--- src/core/msx_defines.vh ---
// msx_defines.vh: offsets, fields, reset values and encodings for the
// miscellaneous system instruction unit.
// assumes: included by bare name from core/ design files.
`ifndef MSX_DEFINES_VH
`define MSX_DEFINES_VH

////////////////////////////////////////////////////////////////////////
// apb register map (byte addresses)
`define MSX_CTRL_OFFSET 12'h000
`define MSX_STATUS_OFFSET 12'h004
`define MSX_CTRL_RESET 32'h00000000

// control fields
`define MSX_CTRL_LOCKUP_BIT 0

// status fields
`define MSX_ST_HALTED_BIT 0
`define MSX_ST_LOCKUP_BIT 1
`define MSX_ST_IMASK_BIT 2
`define MSX_ST_EVENT_BIT 3
`define MSX_ST_SYNCWAIT_BIT 4
`define MSX_ST_SPSEL_BIT 5
`define MSX_ST_FLAGS_LSB 28

////////////////////////////////////////////////////////////////////////
// reset values of the special registers
`define MSX_FLAGS_RESET 4'h0
`define MSX_SP_RESET 32'h00000000
`define MSX_IMASK_RESET 1'b0
`define MSX_SPSEL_RESET 1'b0

////////////////////////////////////////////////////////////////////////
// instruction encodings (first halfword in the upper half for 32-bit)
`define MSX_OP_BREAK 8'hBE
`define MSX_OP_SERVICE 8'hDF
`define MSX_OP_MASK_SET 16'hB672
`define MSX_OP_MASK_CLR 16'hB662
`define MSX_OP_NOOP 16'hBF00
`define MSX_OP_SENDEV 16'hBF40
`define MSX_OP_BAR_HI 16'hF3BF
`define MSX_OP_SYNC_LO 12'h8F4
`define MSX_OP_ORDER_LO 12'h8F5
`define MSX_OP_IFLUSH_LO 12'h8F6
`define MSX_OP_S2G_HI 16'hF3EF
`define MSX_OP_S2G_TAG 4'h8
`define MSX_OP_G2S_HI 12'hF38
`define MSX_OP_G2S_TAG 8'h88

////////////////////////////////////////////////////////////////////////
// special register selectors
`define MSX_SEL_APP 8'h00
`define MSX_SEL_APP_EXC 8'h01
`define MSX_SEL_APP_EXE 8'h02
`define MSX_SEL_ALL 8'h03
`define MSX_SEL_EXC 8'h05
`define MSX_SEL_EXE 8'h06
`define MSX_SEL_EXC_EXE 8'h07
`define MSX_SEL_MAIN_SP 8'h08
`define MSX_SEL_PROC_SP 8'h09
`define MSX_SEL_IMASK 8'h10
`define MSX_SEL_CONTROL 8'h14

`endif

--- src/core/msx_sync.v ---
// msx_sync: two flip-flop synchroniser for asynchronous level inputs.
// assumes: each bit is an independent level; no bus coherency implied.
module msx_sync #(
    parameter WIDTH = 1
) (
    // clock and reset
    input wire clk,
    input wire rst_n,
    // levels
    input wire [WIDTH-1:0] din,
    output reg [WIDTH-1:0] dout
);

reg [WIDTH-1:0] meta;

always @(posedge clk or negedge rst_n)
begin
    if (!rst_n)
    begin
        meta <= {WIDTH{1'b0}};
        dout <= {WIDTH{1'b0}};
    end
    else
    begin
        meta <= din;
        dout <= meta;
    end
end

endmodule // msx_sync

--- src/core/msx_exec.v ---
// msx_exec: execute unit for the miscellaneous system instructions,
// holding flags, interrupt mask, stack pointers and the event register.
// assumes: one instruction offered per cycle on pclk; debugger and
// event pins are asynchronous; mem_idle comes from pclk logic.
`include "msx_defines.vh"

////////////////////////////////////////////////////////////////////////
// Operation
// [RULE1] breakpoint halts core when debugger attached
// [RULE2] breakpoint immediate ignored by execution
// [RULE3] no debugger: breakpoint faults or locks up
// [RULE4] mask-set instruction sets interrupt mask bit
// [RULE5] mask-clear instruction clears interrupt mask bit
// [RULE6] mask changes leave condition flags alone
// [RULE7] order barrier orders earlier before later accesses
// [RULE8] order barrier never stalls non-memory instructions
// [RULE9] nothing executes past sync barrier until done
// [RULE10] sync barrier completes once accesses finished
// [RULE11] instruction barrier flushes pipeline for refetch
// [RULE12] special-to-general move copies selected register
// [RULE13] software never targets stack or program counter
// [RULE14] general-to-special move writes selected register
// [RULE15] software never sources stack or program counter
// [RULE16] status view writes take flags from operand
// [RULE17] no-operation does nothing, takes no time
// [RULE18] software pads with no-operation, not delay
// [RULE19] send-event broadcasts event to all processors
// [RULE20] send-event sets local event register
// [RULE21] service call raises service call exception
// [RULE22] service call immediate ignored by execution
// [RULE23] other instructions here keep flags unaltered
// [RULE24] unknown selectors read zero, ignore writes
module msx_exec (
    // clock and reset
    input wire pclk,
    input wire presetn,
    // apb slave
    input wire psel,
    input wire penable,
    input wire pwrite,
    input wire [11:0] paddr,
    input wire [31:0] pwdata,
    output reg [31:0] prdata,
    output reg pready,
    output reg pslverr,
    // instruction issue
    input wire instr_valid,
    input wire [31:0] instr_word,
    input wire instr_is32,
    input wire [31:0] src_value,
    output reg instr_ready,
    // register file write-back
    output reg rd_we,
    output reg [3:0] rd_addr,
    output reg [31:0] rd_data,
    // special register state
    output reg [3:0] cond_flags,
    output reg interrupt_mask_bit,
    output reg [31:0] main_stack_pointer,
    output reg [31:0] process_stack_pointer,
    output reg stack_select,
    // exception logic
    input wire [5:0] exc_number,
    output reg service_call_req,
    output reg fault_req,
    // memory system
    input wire mem_idle,
    output reg order_fence,
    output reg pipe_flush,
    // debugger
    input wire debug_attached_pin,
    input wire debug_resume_pin,
    output reg debug_halted,
    output reg core_lockup,
    // events
    input wire event_in_pin,
    input wire event_clear,
    output reg event_out,
    output reg event_reg
);

localparam ST_RUN = 2'd0;
localparam ST_SYNC = 2'd1;
localparam ST_FLUSH = 2'd2;
localparam ST_HALT = 2'd3;

////////////////////////////////////////////////////////////////////////
// selector classification

function sel_has_flags;
    input [7:0] sel;
    begin
        sel_has_flags = (sel == `MSX_SEL_APP) ||
            (sel == `MSX_SEL_APP_EXC) || (sel == `MSX_SEL_APP_EXE) ||
            (sel == `MSX_SEL_ALL);
    end
endfunction

function sel_has_exc;
    input [7:0] sel;
    begin
        sel_has_exc = (sel == `MSX_SEL_APP_EXC) ||
            (sel == `MSX_SEL_ALL) || (sel == `MSX_SEL_EXC) ||
            (sel == `MSX_SEL_EXC_EXE);
    end
endfunction

////////////////////////////////////////////////////////////////////////
// pin synchronisers and edge detection

wire [2:0] pins_sync;
reg resume_d;
reg event_in_d;
reg [1:0] state;
reg [1:0] next_state;
reg next_lockup;
reg ctrl_lockup;

msx_sync #(
    .WIDTH(3)
) u_sync (
    .clk(pclk),
    .rst_n(presetn),
    .din({event_in_pin, debug_resume_pin, debug_attached_pin}),
    .dout(pins_sync)
);

wire dbg_attached = pins_sync[0];
wire resume_edge = pins_sync[1] & ~resume_d;
wire event_edge = pins_sync[2] & ~event_in_d;

////////////////////////////////////////////////////////////////////////
// decode

wire take = instr_valid & instr_ready;
wire [15:0] hw_a = instr_is32 ? instr_word[31:16] : instr_word[15:0];
wire [15:0] hw_b = instr_word[15:0];
wire t16 = take & ~instr_is32;
wire t32 = take & instr_is32;
wire [7:0] sel = hw_b[7:0];

// [RULE2] immediate byte masked out
wire dec_break = t16 & (hw_a[15:8] == `MSX_OP_BREAK);
// [RULE22] immediate byte masked out
wire dec_service = t16 & (hw_a[15:8] == `MSX_OP_SERVICE);
wire dec_mask_set = t16 & (hw_a == `MSX_OP_MASK_SET);
wire dec_mask_clr = t16 & (hw_a == `MSX_OP_MASK_CLR);
wire dec_sendev = t16 & (hw_a == `MSX_OP_SENDEV);
wire dec_bar = t32 & (hw_a == `MSX_OP_BAR_HI);
wire dec_sync = dec_bar & (hw_b[15:4] == `MSX_OP_SYNC_LO);
wire dec_order = dec_bar & (hw_b[15:4] == `MSX_OP_ORDER_LO);
wire dec_iflush = dec_bar & (hw_b[15:4] == `MSX_OP_IFLUSH_LO);
wire dec_s2g = t32 & (hw_a == `MSX_OP_S2G_HI) &
    (hw_b[15:12] == `MSX_OP_S2G_TAG);
wire dec_g2s = t32 & (hw_a[15:4] == `MSX_OP_G2S_HI) &
    (hw_b[15:8] == `MSX_OP_G2S_TAG);
// [RULE17] no-operation retires with no effect
// anything not decoded above, no-operation included, just retires

////////////////////////////////////////////////////////////////////////
// special register read mux

reg [31:0] spec_rd;

// [RULE12] selected source onto write-back
always @*
begin
    spec_rd = 32'h00000000;
    if (sel_has_flags(sel))
        spec_rd[31:28] = cond_flags;
    if (sel_has_exc(sel))
        spec_rd[5:0] = exc_number;
    case (sel)
        `MSX_SEL_MAIN_SP: spec_rd = main_stack_pointer;
        `MSX_SEL_PROC_SP: spec_rd = process_stack_pointer;
        `MSX_SEL_IMASK: spec_rd[0] = interrupt_mask_bit;
        `MSX_SEL_CONTROL: spec_rd[1] = stack_select;
        // [RULE24] reserved selectors read zero
        default: spec_rd = spec_rd;
    endcase
end

////////////////////////////////////////////////////////////////////////
// sequencing: barrier stalls, flush, halt and lockup

always @*
begin
    next_state = state;
    next_lockup = core_lockup;
    case (state)
        ST_RUN:
        begin
            // [RULE9] stall issue behind sync barrier
            if (dec_sync)
                next_state = ST_SYNC;
            // [RULE11] one dead cycle while fetch restarts
            else if (dec_iflush)
                next_state = ST_FLUSH;
            // [RULE1] enter halted debug state
            else if (dec_break & dbg_attached)
                next_state = ST_HALT;
            // [RULE3] lockup when no debugger
            else if (dec_break & ctrl_lockup)
                next_lockup = 1'b1;
        end
        // [RULE10] complete once memory drained
        ST_SYNC:
            if (mem_idle)
                next_state = ST_RUN;
        ST_FLUSH:
            next_state = ST_RUN;
        ST_HALT:
            if (resume_edge)
                next_state = ST_RUN;
        default:
            next_state = ST_RUN;
    endcase
end

always @(posedge pclk or negedge presetn)
begin
    if (!presetn)
    begin
        state <= ST_RUN;
        core_lockup <= 1'b0;
        instr_ready <= 1'b0;
        debug_halted <= 1'b0;
        resume_d <= 1'b0;
        event_in_d <= 1'b0;
    end
    else
    begin
        state <= next_state;
        // lockup is left only through reset
        core_lockup <= next_lockup;
        instr_ready <= (next_state == ST_RUN) & ~next_lockup;
        debug_halted <= (next_state == ST_HALT);
        resume_d <= pins_sync[1];
        event_in_d <= pins_sync[2];
    end
end

////////////////////////////////////////////////////////////////////////
// one-cycle requests to memory, exceptions and other processors

always @(posedge pclk or negedge presetn)
begin
    if (!presetn)
    begin
        order_fence <= 1'b0;
        pipe_flush <= 1'b0;
        service_call_req <= 1'b0;
        fault_req <= 1'b0;
        event_out <= 1'b0;
    end
    else
    begin
        // [RULE7] fence marker to the memory system
        // [RULE8] fence only, issue never stalls
        order_fence <= dec_order;
        // [RULE11] refetch request after barrier
        pipe_flush <= dec_iflush;
        // [RULE21] raise service call exception
        service_call_req <= dec_service;
        // [RULE3] fault when no debugger and no lockup
        fault_req <= dec_break & ~dbg_attached & ~ctrl_lockup;
        // [RULE19] broadcast to all processors
        event_out <= dec_sendev;
    end
end

// [RULE20] local event register, set beats clear
always @(posedge pclk or negedge presetn)
begin
    if (!presetn)
        event_reg <= 1'b0;
    else if (dec_sendev | event_edge)
        event_reg <= 1'b1;
    else if (event_clear)
        event_reg <= 1'b0;
end

////////////////////////////////////////////////////////////////////////
// special registers and write-back

always @(posedge pclk or negedge presetn)
begin
    if (!presetn)
    begin
        cond_flags <= `MSX_FLAGS_RESET;
        interrupt_mask_bit <= `MSX_IMASK_RESET;
        main_stack_pointer <= `MSX_SP_RESET;
        process_stack_pointer <= `MSX_SP_RESET;
        stack_select <= `MSX_SPSEL_RESET;
        rd_we <= 1'b0;
        rd_addr <= 4'h0;
        rd_data <= 32'h00000000;
    end
    else
    begin
        rd_we <= dec_s2g;
        if (dec_s2g)
        begin
            rd_addr <= hw_b[11:8];
            rd_data <= spec_rd;
        end
        // [RULE4] mask set blocks configurable interrupts
        if (dec_mask_set)
            interrupt_mask_bit <= 1'b1;
        // [RULE5] mask clear re-enables interrupts
        else if (dec_mask_clr)
            interrupt_mask_bit <= 1'b0;
        // [RULE6] flags only written by status moves
        // [RULE23] all other instructions keep flags
        if (dec_g2s)
        begin
            // [RULE16] flags straight from operand
            if (sel_has_flags(sel))
                cond_flags <= src_value[31:28];
            // [RULE14] write selected special register
            case (sel)
                `MSX_SEL_MAIN_SP:
                    main_stack_pointer <= {src_value[31:2], 2'b00};
                `MSX_SEL_PROC_SP:
                    process_stack_pointer <= {src_value[31:2], 2'b00};
                `MSX_SEL_IMASK:
                    interrupt_mask_bit <= src_value[0];
                `MSX_SEL_CONTROL:
                    // stack choice is fixed while handling an exception
                    if (exc_number == 6'h00)
                        stack_select <= src_value[1];
                // [RULE24] reserved selectors ignore writes
                default:
                    stack_select <= stack_select;
            endcase
        end
    end
end

////////////////////////////////////////////////////////////////////////
// apb slave: one wait state, so prdata and pready are both registered

wire apb_access = psel & penable;
wire apb_done = apb_access & pready;
wire hit_ctrl = (paddr == `MSX_CTRL_OFFSET);
wire hit_status = (paddr == `MSX_STATUS_OFFSET);
reg [31:0] status_word;

always @*
begin
    status_word = 32'h00000000;
    status_word[`MSX_ST_HALTED_BIT] = debug_halted;
    status_word[`MSX_ST_LOCKUP_BIT] = core_lockup;
    status_word[`MSX_ST_IMASK_BIT] = interrupt_mask_bit;
    status_word[`MSX_ST_EVENT_BIT] = event_reg;
    status_word[`MSX_ST_SYNCWAIT_BIT] = (state == ST_SYNC);
    status_word[`MSX_ST_SPSEL_BIT] = stack_select;
    status_word[`MSX_ST_FLAGS_LSB+3:`MSX_ST_FLAGS_LSB] = cond_flags;
end

always @(posedge pclk or negedge presetn)
begin
    if (!presetn)
    begin
        pready <= 1'b0;
        prdata <= 32'h00000000;
        pslverr <= 1'b0;
        ctrl_lockup <= 1'b0;
    end
    else
    begin
        pready <= apb_access & ~pready;
        if (apb_access & ~pready)
        begin
            pslverr <= ~(hit_ctrl | (hit_status & ~pwrite));
            if (pwrite | ~hit_ctrl & ~hit_status)
                prdata <= 32'h00000000;
            else if (hit_ctrl)
                prdata <= {31'h00000000, ctrl_lockup};
            else
                prdata <= status_word;
        end
        else if (apb_done)
        begin
            prdata <= 32'h00000000;
            pslverr <= 1'b0;
        end
        if (apb_done & pwrite & hit_ctrl)
            ctrl_lockup <= pwdata[`MSX_CTRL_LOCKUP_BIT];
    end
end

endmodule // msx_exec

--- config.mk ---
export PLATFORM = sky130hd
export DESIGN_NAME = msx_exec
export DESIGN_NICKNAME = d
export VERILOG_FILES = /design/src/core/msx_sync.v /design/src/core/msx_exec.v
export VERILOG_INCLUDE_DIRS = /design/src /design/src/core
export SDC_FILE = /design/constraint.sdc
export NUM_CORES = 1
export LEC_CHECK = 0
export BUFFER_PORTS_ARGS = -buffer_cell sky130_fd_sc_hd__buf_4
export CORE_MARGIN = 5
export CORE_UTILIZATION = 48
export CTS_CLUSTER_SIZE = 30
export DETAILED_ROUTE_END_ITERATION = 7
export HOLD_SLACK_MARGIN = 0.15
export PLACE_DENSITY = 0.81
export SLEW_MARGIN = 20
export SYNTH_ARGS = -nofsm -noshare
export SYNTH_HDL_FRONTEND = slang
export SYNTH_HIERARCHICAL = 1
export SYNTH_SLANG_ARGS = --single-unit
--- constraint.sdc ---
create_clock -name pclk -period 2.35 [get_ports pclk]
set_input_delay 0.47 -clock pclk [delete_from_list [all_inputs] [get_ports pclk]]
set_output_delay 0.47 -clock pclk [all_outputs]
set_load 0.05 [all_outputs]
==> results of run 1 <==
==> cells in the mapped netlist (3+ instances only) <==
| library cell | number |
|---|---|
| a22o_1 | 9 |
| buf_12 | 3 |
| buf_2 | 8 |
| buf_4 | 26 |
| buf_6 | 5 |
| clkbuf_1 | 4 |
| dfrtp_1 | 135 |
| inv_1 | 8 |
| mux2_2 | 74 |
| mux2_4 | 30 |
| mux2i_1 | 32 |
| nand2_1 | 22 |
| nand3_1 | 6 |
| nand4_1 | 6 |
| nor2_1 | 32 |
| nor3_1 | 9 |
| nor3b_1 | 4 |
| nor4_1 | 7 |
| nor4b_1 | 4 |
| nor4bb_1 | 3 |
| o21ai_0 | 10 |
==> power groups by stage <==
stage,registers [mW],clock network (mW),logic [mW]
after floorplan,2.40,0,0.192
after global placement,2.38,0,0.391
after detailed placement,2.39,0,0.403
after CTS,2.34,2.49,0.408
after global routing,2.34,2.60,0.437
final,2.34,2.44,0.407
==> cell type report <==
type / count / area [µm²] / share of cell area
clock inverters: 13 / 105 / 0.0122
inverters: 8 / 30.0 / 0.00348
flip-flops and latches: 135 / 3380 / 0.391
multi-input cells: 310 / 2590 / 0.300
well taps: 172 / 215 / 0.0249
clock buffers: 19 / 443 / 0.0513
repair buffers: 241 / 1870 / 0.217
==> placed cells by master (no fill, tap or decap), types with 2 or more instances in the layout <==
cell             n
nor4_1           7
mux2_4          30
conb_1          26
o211ai_1         2
mux2_2          74
nand4b_1         2
a21o_1           2
buf_12           4
or4b_2           2
buf_4          233
inv_1            8
clkbuf_16       17
a22o_1           9
nor3_1           9
a21oi_1          2
clkinv_2         7
nor4bb_1         3
nor2_1          32
nor4b_1          4
o21ai_0         10
clkinvlp_4       3
nand4_1          6
dfrtp_1        135
nand2_1         22
nand3_1          6
mux2i_1         32
and4_2           2
nor2b_1          2
dlygate4sd3_1    3
nor3b_1          4
a32o_1           2
nand3b_1         2
==> logic make-up after synthesis <==
family,share of synthesized area
other,0.000598
buffers and inverters,0.0638
flip-flops,0.538
AO/OA/AOI/OAI,0.0397
AND/OR/NAND/NOR,0.102
multiplexers,0.256
==> worst max path at each step <==
stage / end / slack [ns] / depth (start not counted)
floorplan: rd_addr[1] / 0.10 / 6
global placement: rd_data[19] / -0.11 / 6
detailed placement: rd_data[22] / -0.14 / 6
CTS: rd_data[19] / 0.22 / 5
global route: rd_data[23] / 0.15 / 5
finish: rd_data[19] / 0.22 / 5
==> metal layers <==
metal	GRT usage	up-vias	wire length, µm
met3	0.0695	31	1120
met4	0.0941	0	445
met2	0.374	165	8830
li1	-	2132	-
met5	0	-	0
met1	0.250	2291	6500
==> per-stage QoR <==
step / instance area [µm²] / cells / setup WS (ns) / util
final: 8630 / 898 / 0.220 / 0.679
after floorplan: 6370 / 500 / 0.104 / -
after global placement: 8050 / 863 / -0.105 / 0.633
after detailed placement: 8050 / 863 / -0.142 / 0.633
after CTS: 8630 / 898 / 0.218 / 0.679
after global routing: 8630 / 898 / 0.150 / 0.679
==> impl_metrics.toml, run 1 <==
[power]
p_seq_frac = 0.452
p_sw_mw = 1.23
power.density_nw_per_um2 = 601
power_mw = 5.19
power.leakage_nw = 4.62
p_int_mw = 3.96
power_switching_share = 0.237
p_comb_frac = 0.078
p_clk_frac = 0.470
peakVddDrop_mv = 0.535

[synth]
postSynthAreaPerCell_um2 = 13.2
yosysWarnings = 6
synth.top_cell.area_share = 0.538
synth_area_leader_cell = "dfrtp_1"
synthesis.area_um2 = 6270
synthTopCellsByArea = "dfrtp_1 54%, mux2_2 13%, mux2_4 7.2%"
yosys_most_used_dff = "dfrtp_1"
synthArstFlopShare = 1.00
synth_seq_cells = 135
synth_edf_count = 0
synthDistinctLibCells = 51
synth_cells = 475
yosysSeqAreaShare = 0.538

[global_routing]
gr-total-overflow = 0
grt_usage = 0.218
grt_pass1_wl_um = 26800
grt_max_degree = 136
first_global_vias = 5052
antenna_found_initial = 0

[setup_path]
crit_required_ns = 2.65
critPathArrivalTime_ns = 2.43
criticalPathCategory = "register to register"
critical_path.startpoint = "instr_ready"
r2r_slack_ns = 0.22
worst-path-buf-inv = 1
r2r-start = "instr_ready"
reg2reg_depth = 5
crit_chain = "and4_2 -> nand3_2 -> or4b_2 -> buf_4 -> mux2_4"
slowest_stage = "or4b_2"
endpoint_kind = "register"
worstSetupStartpointType = "register"
crit_family = "simple AND/OR/NAND/NOR gates"
worstPathMaxFanout = 15
timing.rr.end = "rd_data[19]"
slowest_delay_ns = 0.71

[run]
drv_cap = 0

[finish]
drive_above_1_share = 0.528
fin_nets = 839
largest_reg_flops = 32
largest_register = "rd_data"
diodes = 0
n_fill_cell = 930
syn_to_final_growth_pct = 37.6
top_regs = "rd_data: 32 flops, main_stack_pointer: 30 flops, process_stack_pointer: 30 flops"

[floorplanning]
dieArea_um2 = 15500
top_level_ports = 276
core_area_um2 = 12700
start_util = 0.493
die_w_um = 124
die_h_um = 124
std_cell_rows = 41

[cts]
cts_buffers = 17
max-clock-path-buffers = 2
cts_hold_buf = 3
postCtsSetupBuffers = 0
cts-htree-levels = 4
root_buffer = "clkbuf_16"
cts_tree = "built"
clk_pin_slew_ns = 0.06
cts.sinks = 135
cts_resized = 0
worstSkewPairLatency_ns = 0.42

[timing]
period_share = 0.906
final.setup.tns_ns = 0
hold_ws_ns = 0.106
relSlewSlack = 0.507
finalHoldViolCount = 0
fin_skew_ns = 0.00593
timing.fmax_mhz = 469
min_period_ns = 2.13
tightest_slew_ns = 0.739
setup_violations = 0
slew_viol_final = 0
rsz0062_at_grt = "no"

[routing]
first_pass_iters = 4
wire_per_inst_um = 18.8
vias = 4619
routed_wl_um = 16900
viasPerCell = 5.14
drt_iter0_drc = 211
ant_nets = 0
drc_errors = 0

[worst_hold_path]
hp-class = "primary input to async pin"

[run_status]
status = "finished clean"

[place]
place_congestion = 0.837
io_buffers = 218
dp_hpwl_um = 12400
No activity file was read; power rests on OpenSTA's default activity.
==> inputs of run 2 (changes only) <==
Settings changed: ABC_AREA set to 1, CORE_UTILIZATION 48 to 50, PLACE_DENSITY 0.81 to 0.84.
Clock period 2.35 ns to 2.65 ns, I/O delays scaled along.
==> run 2 against run 1 <==
Net effect:
- non-clock buffer count is 5 lower
- global-route usage increased by 2.7 points
- clock power fell by 11%
- critical endpoint is now process_stack_pointer[23]
- largest cell class unchanged
==> impl_metrics.toml, run 2 <==
[cts]
cts-htree-levels = 4
cts_buffers = 17
cts.sinks = 135
worstSkewPairLatency_ns = 0.40
max-clock-path-buffers = 2
cts_tree = "built"
clk_pin_slew_ns = 0.06
cts_resized = 0
root_buffer = "clkbuf_16"
postCtsSetupBuffers = 0
cts_hold_buf = 0

[floorplanning]
start_util = 0.504
die_h_um = 122
std_cell_rows = 41
top_level_ports = 276
die_w_um = 122
core_area_um2 = 12500
dieArea_um2 = 14900

[finish]
top_regs = "rd_data: 32 flops, main_stack_pointer: 30 flops, process_stack_pointer: 30 flops"
final_cell_mix = "236 x nand2_1, 232 x buf_4, 135 x dfrtp_1"
largest_register = "rd_data"
fin_nets = 1131
syn_to_final_growth_pct = 37.2
drive_above_1_share = 0.268
diodes = 0
mostFrequentLayoutCell = "nand2_1"
largest_reg_flops = 32

[synth]
synth_cells = 781
synth_seq_cells = 135
synthArstFlopShare = 1.00
synth.top_cell.area_share = 0.538
yosysSeqAreaShare = 0.538
synthTopCellsByArea = "dfrtp_1 54%, nand2_1 14%, inv_1 5.4%"
yosysWarnings = 6
synthesis.area_um2 = 6280
postSynthAreaPerCell_um2 = 8.04
synth_area_leader_cell = "dfrtp_1"
synth_edf_count = 0
yosysMostFrequentCell = "nand2_1"
synthDistinctLibCells = 29
yosys_most_used_dff = "dfrtp_1"
netlist_top_cells_count = "237 x nand2_1, 135 x dfrtp_1, 91 x inv_1, 78 x nor2_1, 60 x o21ai_1"

[power]
power.leakage_nw = 4.61
peakVddDrop_mv = 0.412
power.density_nw_per_um2 = 552

[routing]
first_pass_iters = 5
drc_errors = 0
routed_wl_um = 18000
drt_iter0_drc = 396
ant_nets = 0
wire_per_inst_um = 15.2
viasPerCell = 4.98
vias = 5909

[setup_path]
worstPathMaxFanout = 38
crit_required_ns = 2.92
criticalPathCategory = "primary input to register"
reg2reg_depth = 8
worstSetupStartpointType = "primary input"
endpoint_kind = "register"
timing.rr.end = "process_stack_pointer[23]"
r2r-start = "instr_ready"
r2r_slack_ns = 0.77
critPathArrivalTime_ns = 2.46

[run]
drv_cap = 0

[global_routing]
grt_use_met3 = 0.0594
grt_use_met2 = 0.404
grt_usage = 0.245
antenna_found_initial = 0
grt_pass1_wl_um = 28600
first_global_vias = 5832
grt_use_met1 = 0.311
gr-total-overflow = 0
busiest_layer = "met2"
grt_max_degree = 74

[timing]
timing.fmax_mhz = 457
fin_skew_ns = 0.00786
period_share = 0.825
setup_violations = 0
hold_ws_ns = 0.135
final.setup.tns_ns = 0
rsz0062_at_grt = "no"
slew_viol_final = 0
min_period_ns = 2.19
tightest_slew_ns = 0.664
relSlewSlack = 0.558
finalHoldViolCount = 0

[place]
io_buffers = 218
dp_hpwl_um = 13700
place_congestion = 0.948

[run_status]
status = "finished clean"

[worst_hold_path]
hp-class = "primary input to async pin"
[run 2: layer usage]
| layer | wire length, µm | part of all wire |
|---|---|---|
| met1 | 7330 | 0.41 |
| met5 | 0 | 0 |
| met3 | 1460 | 0.081 |
| met2 | 8750 | 0.49 |
| met4 | 497 | 0.028 |
[run 2: final cells by class]
type	instances	area, µm²
repair buffers	236	1810
clock inverters	11	105
fillers	1006	3850
well taps	172	215
clock buffers	18	439
multi-input cells	522	2310
inverters	93	349
flip-flops and latches	135	3380
[run 2: worst max-delay path by stage]
stage,depth (start not counted),endpoint,startpoint,slack [ns]
2_1_floorplan,10,main_stack_pointer[10],instr_is32,0.70
3_3_place_gp,11,process_stack_pointer[24],instr_is32,0.14
3_5_place_dp,11,main_stack_pointer[18],instr_is32,0.11
4_1_cts,11,main_stack_pointer[18],instr_is32,0.52
5_1_grt,12,process_stack_pointer[20],instr_is32,0.32
6_report,12,process_stack_pointer[23],instr_is32,0.46
[run 2: cells by family (layout without fill, tap and decap cells)]
family,count (synthesis),after routing,synth area share
other,1,26,0.000597
DFF,135,135,0.538
AOI/OAI and AO/OA,132,132,0.118
buffers and inverters,149,358,0.110
and+or+nand+nor,364,364,0.234
[run 2: critical path: stages]
cell     delay [ns]
buf_4          0.18
buf_4          0.22
nand2_1        0.06
nand2_1        0.08
nand2_1        0.07
nor2_1         0.17
nand2_1        0.19
nor3_4         0.37
nand2_2        0.10
buf_4          0.27
nand2_1        0.11
o21ai_1        0.07
[run 2: power breakdown]
group / switching [mW] / internal, mW / total [mW]
Clock: 0.865 / 1.30 / 2.17
Combinational: 0.321 / 0.164 / 0.485
Sequential: 0.0202 / 2.09 / 2.11
Total: 1.21 / 3.55 / 4.76
[run 2: stage by stage]
step                 util  power (mW)  instance area [µm²]  instances  setup WS [ns]
floorplan               -        2.44                 6370        806          0.699
global placement    0.647        2.62                 8070       1158          0.137
detailed placement  0.647        2.63                 8070       1158          0.106
CTS                 0.691        4.79                 8610       1187          0.523
global route        0.691        4.94                 8610       1187          0.322
finish              0.691        4.76                 8610       1187          0.463
==> inputs of run 3 (changes only) <==
Settings changed: CORE_UTILIZATION 50 to 43, PLACE_DENSITY 0.84 to 0.77.
Clock period 2.65 ns to 1.8 ns, I/O delays scaled along.
==> run 3 against run 2 <==
Net effect:
- critical endpoint is now rd_data[1]
- worst setup slack worse by 0.33 ns
- core utilization is 4.5 points lower
- die area is 15% higher
- sequential power is 47% higher
- first-iteration DRC count is 2.8% lower
- register-to-register slack worse by 0.64 ns
- via count is 1.8% higher
- final cell count is 6.2% higher
==> impl_metrics.toml, run 3 (synthesis gave the netlist of run 2 again) <==
[worst_hold_path]
hold_depth = 3
hp-class = "primary input to register"

[floorplanning]
die_h_um = 131
core_area_um2 = 14400
dieArea_um2 = 17100
top_level_ports = 276
die_w_um = 131
start_util = 0.435
std_cell_rows = 44

[finish]
n_fill_cell = 1243
multi_input_area_um2 = 2340
final_cell_mix = "275 x buf_4, 233 x nand2_1, 135 x dfrtp_1"
syn_to_final_growth_pct = 48.5
mostFrequentLayoutCell = "buf_4"
largest_register = "rd_data"
diodes = 0
largest_reg_flops = 32
top_regs = "rd_data: 32 flops, main_stack_pointer: 30 flops, process_stack_pointer: 30 flops"
final_util = 0.646
register_area_um2 = 3380
fin_nets = 1190
drive_above_1_share = 0.314
stdcell_area_um2 = 9320

[routing]
drc_errors = 0
wire_per_inst_um = 15.2
routed_wl_um = 19100
vias = 6016
ant_nets = 0
viasPerCell = 4.77
first_pass_iters = 8
drt_iter0_drc = 385

[cts]
max-clock-path-buffers = 2
cts.sinks = 135
worstSkewPairLatency_ns = 0.42
cts-htree-levels = 4
cts_buffers = 17
root_buffer = "clkbuf_16"
cts_tree = "built"
clk_pin_slew_ns = 0.06

[power]
power.density_nw_per_um2 = 798
peakVddDrop_mv = 0.642
power.leakage_nw = 4.99
power_mw = 7.44

[timing]
finalHoldViolCount = 0
period_share = 0.928
fin_skew_ns = 0.00822
slew_viol_final = 0
timing.fmax_mhz = 599
final.setup.tns_ns = 0
setup_violations = 0
min_period_ns = 1.67
hold_ws_ns = 0.159
tightest_slew_ns = 0.623
relSlewSlack = 0.583

[run_status]
status = "finished clean"

[setup_path]
critPathArrivalTime_ns = 2.01
criticalPathCategory = "register to register"
worstPathMaxFanout = 12
r2r_slack_ns = 0.13
crit_required_ns = 2.14
worstSetupStartpointType = "register"
endpoint_kind = "register"
reg2reg_depth = 9

[global_routing]
grt_usage = 0.218
gr-total-overflow = 0
grt_max_degree = 61
grt_pass1_wl_um = 29300
first_global_vias = 5787
antenna_found_initial = 0

[place]
dp_hpwl_um = 14200
place_congestion = 0.939
io_buffers = 218
placed_area_um2 = 8470

[run]
drv_cap = 0
[run 3: metrics by stage]
step / worst slack, ns / cells
5_1_grt: -0.0100 / 1261
2_1_floorplan: 0.00505 / 806
4_1_cts: 0.116 / 1252
3_5_place_dp: -0.314 / 1216
3_3_place_gp: -0.281 / 1216
6_report: 0.130 / 1261
[run 3: cell type report]
class | count | area share
multi-input combinational | 522 | 0.251
clock buffer | 17 | 0.0456
sequential | 135 | 0.362
tap | 184 | 0.0247
clock inverter | 15 | 0.0191
timing repair buffer | 295 | 0.260
inverter | 93 | 0.0374
[run 3: worst max-delay path: stages (launching register included)]
cell       delay, ns
dfrtp_1         0.37
nand2_2         0.13
nor3_2          0.19
nand4_1         0.15
nor2_4          0.20
buf_12          0.16
buf_6           0.11
clkbuf_16       0.15
nor2_1          0.04
a21oi_1         0.10
[run 3: path summary, 6_finish.rpt]
check                          startpoint                      to
max reg2reg                   instr_ready              rd_data[1]
min                          src_value[1]            stack_select
min reg2reg                u_sync/meta[1]          u_sync/dout[1]
max in group asynchronous         presetn   main_stack_pointer[7]
min in group asynchronous         presetn  main_stack_pointer[22]
max                           instr_ready              rd_data[1]
[run 3: power breakdown]
group,internal (mW),total [mW],switching [mW]
clock,2.10,3.53,1.43
sequential,3.07,3.10,0.0301
combinational,0.317,0.808,0.492
[run 3: what timing repair did]
item                                   4_1_cts  5_1_grt
buffers inserted                             0        5
setup endpoints to repair                    0       55
hold buffers                                 4        0
endpoints found under the hold margin       63        0
resized for setup                            0       16
[run 3: routing by layer]
metal / part of all wire / GRT usage / wire length [µm]
met3: 0.073 / 0.0618 / 1400
met4: 0.022 / 0.0696 / 426
met1: 0.41 / 0.272 / 7760
met2: 0.50 / 0.368 / 9520
met5: 0 / 0 / 0
